[config.mk]
export PLATFORM = sky130hd
export DESIGN_NAME = cbr_receiver
export DESIGN_NICKNAME = d
export VERILOG_FILES = /design/src/cbr_pkg.sv /design/src/cbr_fifo.sv /design/src/cbr_receiver.sv
export SDC_FILE = /design/constraint.sdc
export NUM_CORES = 1
export LEC_CHECK = 0
export BUFFER_PORTS_ARGS = -buffer_cell sky130_fd_sc_hd__buf_4
export CAP_MARGIN = 20
export CORE_MARGIN = 2
export CORE_UTILIZATION = 67
export DETAILED_ROUTE_END_ITERATION = 7
export PLACE_DENSITY_LB_ADDON = 0.3
export SETUP_SLACK_MARGIN = 0.2
export SYNTH_ARGS = -nofsm -noshare
export SYNTH_HDL_FRONTEND = slang
export SYNTH_SLANG_ARGS = --single-unit
[constraint.sdc]
create_clock -name i_clk -period 4.9 [get_ports i_clk]
set_clock_uncertainty 0.05 [all_clocks]
set_input_delay 0.735 -clock i_clk [delete_from_list [all_inputs] [get_ports i_clk]]
set_output_delay 0.735 -clock i_clk [all_outputs]
set_load 0.01 [all_outputs]
[src/cbr_pkg.sv]
// constants shared by the control byte receiver and its fifo
// assumes a single 10 MHz system clock domain
package cbr_pkg;
  localparam int DATA_W = 8;
  localparam int FIFO_DEPTH = 32;
  localparam int ITEM_W = 10;
  localparam logic [4:0] ADDR_FIXED = 5'h0E;
  localparam int CONT_BIT = 7;
  localparam int SEL_HI = 6;
  localparam int SEL_LO = 5;
  localparam int ADDR_SEL_BIT = 1;
  localparam int RW_BIT = 0;
  localparam logic [1:0] DEST_CMD = 2'h0;
  localparam logic [1:0] DEST_RAM = 2'h1;
  localparam logic [1:0] DEST_PWM = 2'h2;
  localparam logic [1:0] DEST_NONE = 2'h3;
  localparam logic [3:0] BIT_LAST = 4'h7;
  localparam logic [3:0] BIT_ACK = 4'h8;
  typedef enum logic [2:0] {
    CBR_IDLE,
    CBR_ADDR,
    CBR_CTRL,
    CBR_DATA,
    CBR_IGNORE
  } cbr_phase_t;
endpackage

[src/cbr_fifo.sv]
// synchronous fifo with valid/ready on both sides
// assumes one clock, asynchronous active-low reset
`timescale 1ns/1ns
`default_nettype none
module cbr_fifo #(
  parameter int WIDTH = 10,
  parameter int DEPTH = 32
) (
  input wire logic i_clk,
  input wire logic i_rst_b,
  input wire logic i_in_valid,
  output logic o_in_ready,
  input wire logic [WIDTH-1:0] i_in_data,
  output logic o_out_valid,
  input wire logic i_out_ready,
  output logic [WIDTH-1:0] o_out_data
);
  localparam int AW = $clog2(DEPTH);
  logic [WIDTH-1:0] mem [DEPTH];
  logic [AW-1:0] wr_ptr;
  logic [AW-1:0] rd_ptr;
  logic [AW:0] count;
  logic push;
  logic pop;

  assign o_in_ready = (count != (AW+1)'(DEPTH));
  assign o_out_valid = (count != '0);
  assign o_out_data = mem[rd_ptr];
  assign push = i_in_valid && o_in_ready;
  assign pop = o_out_valid && i_out_ready;

  always_ff @(posedge i_clk) begin
    if (push) begin
      mem[wr_ptr] <= i_in_data;
    end
  end

  always_ff @(posedge i_clk or negedge i_rst_b) begin
    if (!i_rst_b) begin
      wr_ptr <= '0;
      rd_ptr <= '0;
      count <= '0;
    end else begin
      if (push) begin
        wr_ptr <= (wr_ptr == AW'(DEPTH - 1)) ? '0 : wr_ptr + 1'b1;
      end
      if (pop) begin
        rd_ptr <= (rd_ptr == AW'(DEPTH - 1)) ? '0 : rd_ptr + 1'b1;
      end
      count <= count + (AW+1)'(push) - (AW+1)'(pop);
    end
  end
endmodule
`default_nettype wire

[src/cbr_receiver.sv]
// two-wire slave receiver with control byte parsing
// assumes scl/sda pins asynchronous, sampled by 10 MHz i_clk
// Overview of operation
// [RL1] first byte after accepted address is parsed as a control byte
// [RL2] control byte decides destination of following data and continuation
// [RL3] bit 7 set: another control byte after next data byte
// [RL4] bits 6..5 select cmd, ram, pwm or unused; bits 4..0 ignored
// [RL5] any interleaving of groups accepted within one access
// [RL6] master starts only with both lines high
// [RL7] data stable while clock high; changes there are conditions
// [RL8] start: data falls while clock high
// [RL9] stop: data rises while clock high
// [RL10] unlimited bytes, each 8 bits plus an acknowledge pulse
// [RL11] addressed receiver acknowledges every byte
// [RL12] acknowledge holds data low through ack clock high phase
// [RL13] master receiver naks last byte; not used by this slave
// [RL14] slave receiver only, never initiates transfers
// [RL15] one of two addresses chosen by address select pin
// [RL16] address is 01110, then fixed 0, select bit, rw bit
// [RL17] mismatching address ignored until next start
// [RL18] ram and pwm bytes tagged for their separate pointers
// [RL19] any start or stop returns parser to expecting address; here only start does, stop sends it to CBR_IDLE
`timescale 1ns/1ns
`default_nettype none
module cbr_receiver (
  input wire logic i_clk,
  input wire logic i_rst_b,
  input wire logic i_scl,
  input wire logic i_sda,
  output logic o_sda,
  output logic o_sda_oe_b,
  input wire logic i_address_select_pin,
  output logic o_data_valid,
  input wire logic i_data_ready,
  output logic [cbr_pkg::DATA_W-1:0] o_data,
  output logic [1:0] o_destination_select_field,
  output logic o_busy
);
  import cbr_pkg::*;

  // ************************************************************
  // pin synchronisers
  // ************************************************************
  logic scl_m, scl_s, scl_d;
  logic sda_m, sda_s, sda_d;
  logic sel_m, sel_s;

  always_ff @(posedge i_clk or negedge i_rst_b) begin
    if (!i_rst_b) begin
      scl_m <= 1'b1;
      scl_s <= 1'b1;
      scl_d <= 1'b1;
      sda_m <= 1'b1;
      sda_s <= 1'b1;
      sda_d <= 1'b1;
      sel_m <= 1'b0;
      sel_s <= 1'b0;
    end else begin
      scl_m <= i_scl;
      scl_s <= scl_m;
      scl_d <= scl_s;
      sda_m <= i_sda;
      sda_s <= sda_m;
      sda_d <= sda_s;
      sel_m <= i_address_select_pin;
      sel_s <= sel_m;
    end
  end

  logic scl_rise, scl_fall, start_cond, stop_cond;
  assign scl_rise = scl_s && !scl_d;
  assign scl_fall = !scl_s && scl_d;
  assign start_cond = scl_s && scl_d && sda_d && !sda_s; // [RL8] [RL7]
  assign stop_cond = scl_s && scl_d && !sda_d && sda_s; // [RL9] [RL7]

  // ************************************************************
  // bit and byte framing
  // ************************************************************
  cbr_phase_t phase;
  logic [3:0] bit_cnt;
  logic [DATA_W-1:0] shift;
  logic [DATA_W-1:0] next_shift;
  logic byte_done;
  logic cont_pending;
  logic [1:0] dest;

  assign next_shift = {shift[DATA_W-2:0], sda_s};
  assign byte_done = scl_rise && (bit_cnt == BIT_LAST);

  always_ff @(posedge i_clk or negedge i_rst_b) begin
    if (!i_rst_b) begin
      bit_cnt <= '0;
      shift <= '0;
    end else if (start_cond || stop_cond) begin
      bit_cnt <= '0;
    end else if (scl_fall && bit_cnt == BIT_ACK + 4'h1) begin
      bit_cnt <= '0; // [RL10]
    end else if (scl_rise && bit_cnt == BIT_ACK) begin
      bit_cnt <= bit_cnt + 4'h1; // ack pulse high, nothing shifted
    end else if (scl_rise && bit_cnt < BIT_ACK) begin
      shift <= next_shift;
      bit_cnt <= bit_cnt + 4'h1;
    end
  end

  logic addr_match;
  assign addr_match = (next_shift[DATA_W-1:3] == ADDR_FIXED) // [RL16] [RL15]
    && (next_shift[2] == 1'b0)
    && (next_shift[ADDR_SEL_BIT] == sel_s)
    && (next_shift[RW_BIT] == 1'b0); // [RL14]

  // ************************************************************
  // parser
  // ************************************************************
  always_ff @(posedge i_clk or negedge i_rst_b) begin
    if (!i_rst_b) begin
      phase <= CBR_IDLE;
      cont_pending <= 1'b0;
      dest <= DEST_NONE;
    end else if (start_cond) begin
      phase <= CBR_ADDR; // [RL19]
      cont_pending <= 1'b0;
    end else if (stop_cond) begin
      phase <= CBR_IDLE; // [RL19]
      cont_pending <= 1'b0;
    end else if (byte_done) begin
      case (phase)
        CBR_ADDR: begin
          phase <= addr_match ? CBR_CTRL : CBR_IGNORE; // [RL1] [RL17]
        end
        CBR_CTRL: begin
          dest <= next_shift[SEL_HI:SEL_LO]; // [RL4] [RL2]
          cont_pending <= next_shift[CONT_BIT]; // [RL3]
          phase <= CBR_DATA;
        end
        CBR_DATA: begin
          if (cont_pending) begin
            phase <= CBR_CTRL; // [RL3] [RL5]
          end
        end
        default: begin
          phase <= phase;
        end
      endcase
    end
  end

  // ************************************************************
  // acknowledge driver
  // ************************************************************
  logic ack_armed;
  always_ff @(posedge i_clk or negedge i_rst_b) begin
    if (!i_rst_b) begin
      ack_armed <= 1'b0;
      o_sda_oe_b <= 1'b1;
      o_sda <= 1'b1;
    end else begin
      o_sda <= 1'b0;
      if (start_cond || stop_cond) begin
        ack_armed <= 1'b0;
        o_sda_oe_b <= 1'b1;
      end else if (byte_done) begin
        ack_armed <= (phase == CBR_ADDR) ? addr_match
          : (phase == CBR_CTRL || phase == CBR_DATA); // [RL11]
      end else if (scl_fall && bit_cnt == BIT_LAST + 4'h1 && ack_armed) begin
        o_sda_oe_b <= 1'b0; // [RL12]
      end else if (scl_fall && bit_cnt == BIT_ACK + 4'h1) begin
        o_sda_oe_b <= 1'b1; // [RL12]
        ack_armed <= 1'b0;
      end
    end
  end

  // ************************************************************
  // data path to fifo
  // ************************************************************
  logic push_valid;
  logic push_ready;
  logic [ITEM_W-1:0] push_item;
  logic pop_valid;
  logic [ITEM_W-1:0] pop_item;

  always_ff @(posedge i_clk or negedge i_rst_b) begin
    if (!i_rst_b) begin
      push_valid <= 1'b0;
      push_item <= '0;
    end else if (byte_done && phase == CBR_DATA && dest != DEST_NONE) begin
      push_valid <= 1'b1; // [RL18]
      push_item <= {dest, next_shift};
    end else if (push_ready) begin
      push_valid <= 1'b0;
    end
  end

  cbr_fifo #(
    .WIDTH(ITEM_W),
    .DEPTH(FIFO_DEPTH)
  ) u_fifo (
    .i_clk(i_clk),
    .i_rst_b(i_rst_b),
    .i_in_valid(push_valid),
    .o_in_ready(push_ready),
    .i_in_data(push_item),
    .o_out_valid(pop_valid),
    .i_out_ready(i_data_ready && !o_data_valid),
    .o_out_data(pop_item)
  );

  always_ff @(posedge i_clk or negedge i_rst_b) begin
    if (!i_rst_b) begin
      o_data_valid <= 1'b0;
      o_data <= '0;
      o_destination_select_field <= DEST_CMD;
    end else if (pop_valid && i_data_ready && !o_data_valid) begin
      o_data_valid <= 1'b1;
      o_data <= pop_item[DATA_W-1:0];
      o_destination_select_field <= pop_item[ITEM_W-1:DATA_W];
    end else begin
      o_data_valid <= 1'b0;
    end
  end

  always_ff @(posedge i_clk or negedge i_rst_b) begin
    if (!i_rst_b) begin
      o_busy <= 1'b0;
    end else begin
      o_busy <= (phase != CBR_IDLE);
    end
  end

  // ************************************************************
  // checks
  // ************************************************************
  property p_start_to_addr;
    @(posedge i_clk) disable iff (!i_rst_b)
    start_cond |=> (phase == CBR_ADDR);
  endproperty
  a_start_to_addr: assert property (p_start_to_addr) else $error("start not seen"); // [RL8]

  property p_stop_to_idle;
    @(posedge i_clk) disable iff (!i_rst_b)
    stop_cond && !start_cond |=> (phase == CBR_IDLE) ##1 !o_busy ##0 (phase == CBR_IDLE || start_cond);
  endproperty
  a_stop_to_idle: assert property (p_stop_to_idle) else $error("stop not seen"); // [RL9]

  property p_addr_then_ctrl;
    @(posedge i_clk) disable iff (!i_rst_b)
    (phase == CBR_ADDR && byte_done && addr_match && !start_cond && !stop_cond) |=> (phase == CBR_CTRL);
  endproperty
  a_addr_then_ctrl: assert property (p_addr_then_ctrl) else $error("no control byte phase"); // [RL1]

  property p_mismatch_ignored;
    @(posedge i_clk) disable iff (!i_rst_b)
    (phase == CBR_IGNORE) |-> !push_valid || $past(phase) != CBR_IGNORE || $stable(push_item);
  endproperty
  a_mismatch_ignored: assert property (p_mismatch_ignored) else $error("ignored access pushed data"); // [RL17]

  property p_ctrl_fields;
    @(posedge i_clk) disable iff (!i_rst_b)
    (phase == CBR_CTRL && byte_done && !start_cond && !stop_cond)
      |=> (dest == $past(next_shift[SEL_HI:SEL_LO])) && (cont_pending == $past(next_shift[CONT_BIT]));
  endproperty
  a_ctrl_fields: assert property (p_ctrl_fields) else $error("control fields wrong"); // [RL4]

  property p_cont_back;
    @(posedge i_clk) disable iff (!i_rst_b)
    (phase == CBR_DATA && cont_pending && byte_done && !start_cond && !stop_cond) |=> (phase == CBR_CTRL);
  endproperty
  a_cont_back: assert property (p_cont_back) else $error("continuation lost"); // [RL3]

  property p_ack_low;
    @(posedge i_clk) disable iff (!i_rst_b)
    (scl_s && ack_armed && bit_cnt == BIT_ACK + 4'h1) |-> (!o_sda_oe_b && !o_sda);
  endproperty
  a_ack_low: assert property (p_ack_low) else $error("ack released in high phase"); // [RL12]

  property p_ack_each;
    @(posedge i_clk) disable iff (!i_rst_b)
    (byte_done && (phase == CBR_CTRL || phase == CBR_DATA) && !start_cond && !stop_cond) |=> ack_armed;
  endproperty
  a_ack_each: assert property (p_ack_each) else $error("byte not acknowledged"); // [RL11]

  property p_data_tag;
    @(posedge i_clk) disable iff (!i_rst_b)
    (byte_done && phase == CBR_DATA && dest != DEST_NONE && !start_cond && !stop_cond)
      |=> push_valid && push_item[ITEM_W-1:DATA_W] == $past(dest);
  endproperty
  a_data_tag: assert property (p_data_tag) else $error("data tag wrong"); // [RL18]

  property p_only_ack_drives;
    @(posedge i_clk) disable iff (!i_rst_b)
    !o_sda_oe_b |-> ack_armed && (bit_cnt == BIT_ACK || bit_cnt == BIT_ACK + 4'h1);
  endproperty
  a_only_ack_drives: assert property (p_only_ack_drives) else $error("data line driven outside ack"); // [RL14]

  property p_addr_select;
    @(posedge i_clk) disable iff (!i_rst_b)
    (phase == CBR_ADDR && byte_done && !start_cond && !stop_cond && next_shift[ADDR_SEL_BIT] != sel_s)
      |=> (phase == CBR_IGNORE);
  endproperty
  a_addr_select: assert property (p_addr_select) else $error("other select level accepted"); // [RL15]

  property p_busy_after_start;
    @(posedge i_clk) disable iff (!i_rst_b)
    start_cond |-> ##2 o_busy;
  endproperty
  a_busy_after_start: assert property (p_busy_after_start) else $error("busy not raised"); // [RL8]
endmodule
`default_nettype wire

; Word-level counts from Yosys, hierarchy flattened
; Memory sizes are Yosys's and may differ from the RTL's. A register that Yosys moved wholly into a read port is not among the register bits.
; Cells that the tools add are included.
[op_classes]
reduce_logical = 46
n_bitwise = 7
addsub = 5
order_cmp = 1
n_eq_ne = 15
mux = 30
[op_table]
columns = op, count
row1 = 1-bit logical AND, 23
row2 = 1-bit 2-to-1 mux, 18
row3 = 4-bit 2-to-1 mux, 4
row4 = 3-bit 2-to-1 mux, 5
row5 = 3-bit nonzero test, 5
row6 = 5-bit by 1-bit adder with 5-bit output (second input constant), 2
row7 = 5-bit == test (second input constant), 2
row8 = 5-bit 2-to-1 mux, 2
row9 = 3-bit case mux with 3 select lines, 1
row10 = 4-bit == test (second input constant), 2
row11 = 4-bit AND reduction, 2
row12 = 1-bit inverter, 7
row13 = 6-bit by 1-bit adder with 6-bit output, 1
row14 = 3-bit by 2-bit == test with 1-bit output (second input constant), 2
row15 = 1-bit logical NOT, 6
row16 = 6-bit != test (second input constant), 1
row17 = 2-bit AND reduction, 3
row18 = 6-bit nonzero test, 1
row19 = 6-bit by 1-bit subtractor with 6-bit output, 1
row20 = 5-bit by 4-bit == test with 1-bit output (second input constant), 1
row21 = 5-bit nonzero test, 1
row22 = 4-bit by 1-bit adder with 4-bit output (second input constant), 1
row23 = 4-bit by 3-bit == test with 1-bit output (second input constant), 1
row24 = 4-bit < comparator (second input constant), 1
row25 = 10 further kinds, 11
[totals]
mem_bits_rw = 320
reg_bits = 57
n_memories = 1
out_inout_bits = 14
wordCells = 128
inputBits = 6
[memory_table]
columns = memory, depth, word_bits, read_ports, rd_ports_with_merged_regs, wr, line_no
row1 = u_fifo.mem, 32, 10, 1, 1, 1, cbr_fifo.sv:19  ; logic [WIDTH-1:0] mem [DEPTH];

; Depth between registers and ports, before layout
; Gate-level depths: netlist (run 1).
[logic_depth]
ltp_word = 9
ltp_mapped = 13
depth_no_buf = 12

; By module
; From an unflattened synthesis (run 1), not the netlist that was laid out.
[unflattened]
cells_unflattened = 777
hier_area_um2 = 15371.0
[modules_own_cells]
columns = mod, instances, seq_area_each_um2, cells_per_inst, area_each_um2
row1 = cbr_fifo, 1, 10009.6, 630, 13272.7
row2 = cbr_receiver, 1, 1288.7, 147, 2098.3

; Worst setup path after synthesis (run 1)
; OpenSTA, ideal clock, no wires.
[synth_path]
path_type = in2reg
start = input port i_data_ready
end = register u_fifo.count[4]
cell_stages = 11
setup_slack_ps = 2247
path_buffers = 1
arrival_time_ps = 2472
setup_ps = 131
t_required_ps = 4719
path_cell_list = nand2b_1 > or2_1 > buf_2 > inv_2 > ha_1 > inv_1 > ha_1 > fa_1 > a21oi_1 > o21ai_0 > xor2_1
[synth_via]
elab_chain_len = 3
[synth_rtl]
columns = element, line_no
row1 = "start, declared", cbr_receiver.sv:34  ; input wire logic i_data_ready,
row2 = 1-bit logical AND, cbr_receiver.sv:205  ; .i_out_ready(i_data_ready && !o_data_valid),
row3 = 1-bit logical AND, cbr_fifo.sv:30  ; assign pop = o_out_valid && i_out_ready;
row4 = net u_fifo.pop, cbr_fifo.sv:24  ; logic pop;
row5 = 6-bit by 1-bit subtractor with 6-bit output, cbr_fifo.sv:50  ; count <= count + (AW+1)'(push) - (AW+1)'(pop);
row6 = "end signal, assigned", cbr_fifo.sv:50
row7 = "end, declared", cbr_fifo.sv:22  ; logic [AW:0] count;
; The timed path passes the listed nets, and every way through them passes these cells.
; A chain may end at the register's enable or synchronous reset.

; Final worst setup path (run 1)
[layout_path]
start = register u_fifo.count[2]
end = register u_fifo.count[4]
[layout_via]
elab_cells_between_ends = 6
cone_classes = add/sub (2) / eq/ne (1) / reduce/logical (3)
[layout_rtl]
columns = element, line_no
row1 = 6-bit nonzero test, cbr_fifo.sv:27  ; assign o_out_valid = (count != '0);
row2 = 1-bit logical AND, cbr_fifo.sv:30
row3 = net u_fifo.pop, cbr_fifo.sv:24
row4 = 6-bit by 1-bit subtractor with 6-bit output, cbr_fifo.sv:50
; The timed path passes the listed nets, and every way through them passes these cells.

==> metrics.md, run 1 <==
| Metric | Value |
|---|---|
| Core region area | 0.0226 mm^2 |
| Final setup margin | 1.70 ns |
| Critical-path top delay cell | or2_1 |
| Number of cells on the worst reg-to-reg path | 12 |
| Placed wire-length estimate | 20200 um |
| Post-cts sizing count | 0 |
| CP Class | register to register |
| Pwr dens | 476 mW/mm^2 |
| Syn_nets | 879 |
| RSZ-0062 raised after global routing | false |
| Final number of hold-violating endpoints | 0 |
| First-pass GRT wire length | 51300 um |
| Worst reg2reg setup slack | 1.70 ns |
| Setup violators final | 0 |
| Top Family by Delay on Critical Path | adder cells |
| Synth warn | 0 |
| Startpoint types | register |
| HP Class | input pin to asynchronous set/reset pin |
| Fillers | 1162 |
| TritonCTS Sinks | 387 |
| Status | completed |
| Die Height | 156 um |
| Measured slew at the worst slew-check pin | 1.17 ns |
| H-tree levels | 2 |
| Max VDD drop | 0.346 mV |
| Number of diodes | 0 |
| Finished Core Util | 76.5% |
| Commonest non-fill, non-tap cell in the layout | edfxtp_1 |
| CP max stage delay | 0.50 ns |
| I/O pins | 20 |
| Vias/cell | 6.92 |
| CTS tree | done |
| Final nets | 922 |
| Vias in the first global route | 8408 |
| # DRC | 0 |
| Power Total | 8.24 mW |
| Area Growth Syn to Fin | 11.8% |
| GR Overflow Total | 0 |
| Routing usage on met1 | 41.9% |
| Number of flops mapped to enable cells by yosys | 320 |
| GRT met2 Usage | 46.7% |
| Cell mode on critical path | ha_1 |
| CTS Root Cell | clkbuf_16 |
| Total negative setup slack | 0 ns |
| Worst reg2reg startpoint | u_fifo.count[2]$_DFF_PN0_ |
| Antenna-violating nets left | 0 |
| Clock latency on the worst-skew pair | 0.53 ns |
| Avg Inst Size Synth | 18.2 um^2 |
| CP required | 5.25 ns |
| Mapped Area | 0.0155 mm^2 |
| Most frequent cells in the layout | edfxtp_1 (320), mux2i_1 (63), dfrtp_1 (55), mux4_2 (49) |
| Row count | 55 |
| Vias | 8376 |
| Multi-input logic area | 0.00388 mm^2 |
| Seq/Total Area, Yosys | 72.9% |
| DRT iter0 DRCs | 1058 |
| Worst slack, placed | 1.64 ns |
| Max-slew headroom at the worst pin | 21.8% |
| CP cell instances | inv_1 -> ha_1 -> and4bb_2 -> or2_1 -> inv_2 -> ha_1 -> inv_1 -> ha_1 -> fa_1 -> a21oi_1 -> o21ai_0 -> xor2_1 |
| CP Capture Type | register |
| Largest net degree at the start of global routing | 68 |
| Critical-path maximum fanout | 17 |
| Total die area | 0.0244 mm^2 |
| Max Slew Vio Count | 0 |
| Max-cap violations | 0 |
| Gr busiest metal | met2 |
| Synth Flop Type | edfxtp_1 |
| Post-DR wirelength/cell | 28.4 um |
| Post-CTS Hold Fix Bufs | 0 |
| Setup Buffers After CTS | 0 |
| Initial antenna violation count | 0 |
| Fmax | 312 MHz |
| Overall global routing resource usage | 29.0% |
| Count of different cell masters after synthesis | 60 |
| #FFs+latches synth | 387 |
| PortBufs | 19 |
| Tcrit/Tclk final | 65.4% |
| Register area | 0.0113 mm^2 |
| Leak pwr | 5.70 nW |
| Initial DRT Pass Iterations | 5 |
| CTS Buffer Depth | 3 |
| Worst Path Arrival | 3.55 ns |
| Die width | 156 um |
| Placer Congestion | 0.890 |
| Tmin final | 3.20 ns |
| Final WL | 34400 um |
| Async set-reset flop share out of synthesis | 17.3% |
| R2R Path End | u_fifo.count[4]$_DFF_PN0_ |
| GR Util met3 | 5.14% |
| Initial Util | 68.4% |
| Buf/Inv on CP | 3 |
| Number of CTS-inserted buffers | 38 |
| Post-Syn Instances | 853 |
| Layout cells sized above 1 | 21.0% |
| Clock slew at reported path FFs | 0.06 ns |
| Worst hold slack | 0.267 ns |
cells in the mapped netlist, drive strengths merged, types with 2 or more instances:
library cell	number	area share, %
o21ai	9	0.29
ha	19	1.5
mux2	30	2.2
nand3b	5	0.24
dfrtp	57	9.2
nand2	36	0.87
clkinv	2	0.048
and3	3	0.12
nor2	39	0.94
and4bb	3	0.24
o311ai	10	0.57
xor2	5	0.28
nand2b	6	0.24
mux4	50	7.3
or3	3	0.12
a21oi	15	0.48
o221ai	10	0.57
a31oi	2	0.081
and2	2	0.081
buf	25	1.3
a32oi	10	0.57
clkbuf	10	0.24
nor2b	16	0.65
a22oi	20	0.97
or3b	2	0.11
edfxtp	320	62
dfstp	10	1.7
inv	19	0.46
nor3	6	0.19
or2	4	0.16
a21o	4	0.19
nor3b	2	0.097
a211oi	11	0.53
nand3	6	0.19
nor4	2	0.16
mux2i	63	4.1
through the flow:
step	cell area [um^2]	instances
floorplan	15500	853
CTS	17100	1199
global placement	15800	1130
global route	17300	1210
finish	17300	1210
detailed placement	15800	1130
cell families (layout without fill, tap and decap cells):
family / Yosys count / count (layout) / synth area share, %
compound gates: 99 / 99 / 4.70
xor+xnor: 6 / 6 / 0.339
fa+ha+maj: 20 / 20 / 1.66
buf+inv: 56 / 128 / 2.07
flops: 387 / 387 / 72.9
mux: 143 / 143 / 13.5
other cells: 1 / 1 / 0.0242
simple gates: 141 / 141 / 4.76
state kept, by name (all words and copies together) (netlist names), 2 cells and up:
name / flops
u_fifo.rd_ptr: 5
o_destination_select_field: 2
dest: 2
shift: 7
u_fifo.wr_ptr: 5
phase: 3
u_fifo.mem: 320
u_fifo.count: 6
push_item: 10
o_data: 8
bit_cnt: 4
how the worst max path moves through the flow:
stage                                    startpoint                         to  slack, ns  cells after the start
after floorplan                        i_data_ready  u_fifo.count[4]$_DFF_PN0_       2.25                     11
after global placement                 i_data_ready  u_fifo.count[4]$_DFF_PN0_       1.76                     11
after detailed placement               i_data_ready  u_fifo.count[4]$_DFF_PN0_       1.64                     11
after CTS                 u_fifo.count[2]$_DFF_PN0_  u_fifo.count[4]$_DFF_PN0_       1.73                     12
after global routing      u_fifo.count[2]$_DFF_PN0_  u_fifo.count[5]$_DFF_PN0_       1.52                     12
final                     u_fifo.count[2]$_DFF_PN0_  u_fifo.count[4]$_DFF_PN0_       1.70                     12
final cells by class:
type | count | area share (%)
Clock buffer | 54 | 6.13
Tap cell | 285 | 2.06
Timing Repair Buffer | 38 | 2.66
Multi-Input combinational cell | 410 | 22.4
Clock inverter | 15 | 1.06
Sequential cell | 387 | 65.2
Inverter | 21 | 0.455
power breakdown:
part	total (mW)	internal (mW)	switching, mW
Combinational	1.38	0.617	0.765
Sequential	3.94	3.66	0.279
Clock	2.92	1.73	1.19
routing by layer:
layer | share of wire [%] | up-vias
met2 | 50 | 525
met4 | 2.2 | 0
met3 | 10 | 61
met5 | 0 | -
li1 | - | 3494
met1 | 38 | 4296
worst reg2reg max path, delay by kind of cell, from the launching register on:
kind                     cells  cell delay [ns]
AO/OA/AOI/OAI                2             0.24
XOR/XNOR                     1             0.15
adder cells (fa/ha/maj)      4             1.18
buffers and inverters        3             0.27
flip-flops                   1             0.38
AND/OR/NAND/NOR              2             0.81
(Power assumes the default switching activity.)
==> run 2, diff against run 1 <==
--- a/config.mk
+++ b/config.mk
@@ -8,7 +8,7 @@
 export BUFFER_PORTS_ARGS = -buffer_cell sky130_fd_sc_hd__buf_4
 export CAP_MARGIN = 20
 export CORE_MARGIN = 2
-export CORE_UTILIZATION = 67
+export CORE_UTILIZATION = 62
 export DETAILED_ROUTE_END_ITERATION = 7
 export PLACE_DENSITY_LB_ADDON = 0.3
 export SETUP_SLACK_MARGIN = 0.2
==> constraint.sdc (replaced) <==
create_clock -name i_clk -period 3.24 [get_ports i_clk]
set_clock_uncertainty 0.05 [all_clocks]
set_input_delay 0.486 -clock i_clk [delete_from_list [all_inputs] [get_ports i_clk]]
set_output_delay 0.486 -clock i_clk [all_outputs]
set_load 0.01 [all_outputs]
==> metrics.md, run 2 (synthesized netlist as in run 1, its figures left out) <==
| Metric | Value |
|---|---|
| DRT iter0 DRCs | 872 |
| CTS Root Cell | clkbuf_16 |
| Initial DRT Pass Iterations | 8 |
| Net Sw Frac | 27.3% |
| Multi-input logic area | 0.00388 mm^2 |
| Max FFs per register | 320 |
| Max Slew Vio Count | 0 |
| Worst Path Arrival | 3.05 ns |
| CP cell instances | inv_1 -> ha_1 -> and4bb_2 -> nand2b_1 -> clkinv_1 -> nand2_1 -> nor2_1 -> buf_4 |
| Status | complete, but fails checks |
| Final nets | 951 |
| Sequential fraction of design power | 49.2% |
| GR Overflow Total | 0 |
| Startpoint types | register |
| Max-cap violations | 0 |
| Post-DR wirelength/cell | 26.2 um |
| Total die area | 0.0263 mm^2 |
| Tcrit/Tclk final | 88.8% |
| Commonest non-fill, non-tap cell in the layout | edfxtp_1 |
| CP Class | register to register |
| Critical-path top delay cell | nor2_1 |
| Clock latency on the worst-skew pair | 0.52 ns |
| Largest reg by FF count | u_fifo.mem |
| Setup violators final | 0 |
| CP Capture Type | register |
| Layout cells sized above 1 | 23.2% |
| Pwr dens | 689 mW/mm^2 |
| RSZ-0062 raised after global routing | false |
| Overall global routing resource usage | 26.1% |
| Internal power | 8.78 mW |
| Vias in the first global route | 8417 |
| CTS Buffer Depth | 3 |
| Row count | 57 |
| Most frequent cells in the layout | edfxtp_1 (320), mux2i_1 (63), dfrtp_1 (55), buf_4 (54), mux4_2 (49) |
| I/O pins | 20 |
| Placed wire-length estimate | 21000 um |
| Largest registers | u_fifo.mem: 320 flops, push_item: 10 flops, o_data: 8 flops |
| Comb pwr share | 17.1% |
| Placer Congestion | 0.886 |
| Max VDD drop | 0.599 mV |
| First-pass GRT wire length | 51100 um |
| # DRC | 17 |
| Fmax | 348 MHz |
| H-tree levels | 2 |
| CP required | 3.42 ns |
| Psw | 3.30 mW |
| Setup Buffers After CTS | 0 |
| Total negative setup slack | 0 ns |
| Final number of hold-violating endpoints | 0 |
| Failing checks | design-rule violations |
| TritonCTS Sinks | 387 |
| Final WL | 33500 um |
| Leak pwr | 5.81 nW |
| Largest net degree at the start of global routing | 45 |
| Vias/cell | 6.50 |
| Placed cell count | 1200 |
| Non-Filler Instances | 1277 |
| Tmin final | 2.88 ns |
| Register area | 0.0113 mm^2 |
| Number of diodes | 0 |
| CP max stage delay | 0.62 ns |
| Vias | 8303 |
| Max-slew headroom at the worst pin | 38.7% |
| Initial antenna violation count | 0 |
| Fillers | 1385 |
| Die Height | 162 um |
| Clock Power Share | 33.7% |
| Core region area | 0.0245 mm^2 |
| Critical-path maximum fanout | 8 |
| Number of CTS-inserted buffers | 38 |
| Clock slew at reported path FFs | 0.06 ns |
| PortBufs | 19 |
| HP Class | input pin to register |
| Measured slew at the worst slew-check pin | 0.919 ns |
| Die width | 162 um |
| Antenna-violating nets left | 0 |
| Area Growth Syn to Fin | 13.1% |
| CTS tree | done |
| Initial Util | 63.4% |
-- run 2: power by group through the flow --
| stage | logic, mW | registers [mW] | clock network [mW] |
|---|---|---|---|
| 2_1_floorplan | 1.69 | 5.79 | 0 |
| 3_3_place_gp | 1.94 | 6.01 | 0 |
| 3_5_place_dp | 2.05 | 6.03 | 0 |
| 4_1_cts | 2.06 | 5.93 | 4.11 |
| 5_1_grt | 2.24 | 5.97 | 4.32 |
| 6_report | 2.07 | 5.94 | 4.07 |
-- run 2: per-layer routing --
metal	track usage (%)	up-vias	routed length, um
li1	-	3548	-
met1	37.1	4325	13200
met2	42.9	372	16900
met3	4.42	58	2500
met4	6.80	0	796
met5	0	-	0
-- run 2: repair_timing --
action                                  CTS  global route
endpoints found under the setup margin    0             1
hold buffers                              1             0
hold endpoints to repair                 39             0
gates resized for setup                   0             1
-- run 2: worst paths after layout --
check / from / to / slack (ns) / depth (start not counted)
worst min register to register: scl_m$_DFF_PN1_ / scl_s$_DFF_PN1_ / 0.31 / 0
min in group asynchronous: i_rst_b / cont_pending$_DFFE_PN0P_ / 0.45 / 2
worst max-delay path: u_fifo.count[2]$_DFF_PN0_ / u_fifo.mem[20][9]$_DFFE_PP_ / 0.36 / 8
worst min-delay path: i_sda / sda_m$_DFF_PN1_ / 0.02 / 1
worst max register to register: u_fifo.count[2]$_DFF_PN0_ / u_fifo.mem[20][9]$_DFFE_PP_ / 0.36 / 8
max in group asynchronous: i_rst_b / scl_m$_DFF_PN1_ / 1.99 / 3
-- run 2: critical path, delay by kind of cell, from the launching register on --
| family | cells | cell delay, ns |
|---|---|---|
| buf+inv | 3 | 0.55 |
| flops | 1 | 0.36 |
| simple gates | 4 | 1.42 |
| fa+ha+maj | 1 | 0.21 |
-- run 2: area by class of cell --
class | instances | area share [%]
Sequential cell | 387 | 64.5
Multi-Input combinational cell | 410 | 22.2
Clock buffer | 47 | 5.74
Timing Repair Buffer | 67 | 4.10
Tap cell | 324 | 2.31
Clock inverter | 21 | 0.757
Inverter | 21 | 0.450
-- run 2: metrics by stage --
stage                     utilization [%]  hold WS (ns)  power [mW]  setup WS (ns)  instance area (um^2)
after global placement               65.9         0.290        7.95          0.572                 16100
final                                71.6        0.0216        12.1          0.363                 17500
after CTS                            70.8       0.00492        12.1          0.384                 17300
after detailed placement             66.1         0.300        8.08          0.405                 16200
after floorplan                         -         0.140        7.48          0.603                 15500
after global routing                 71.6       0.00250        12.5          0.240                 17500
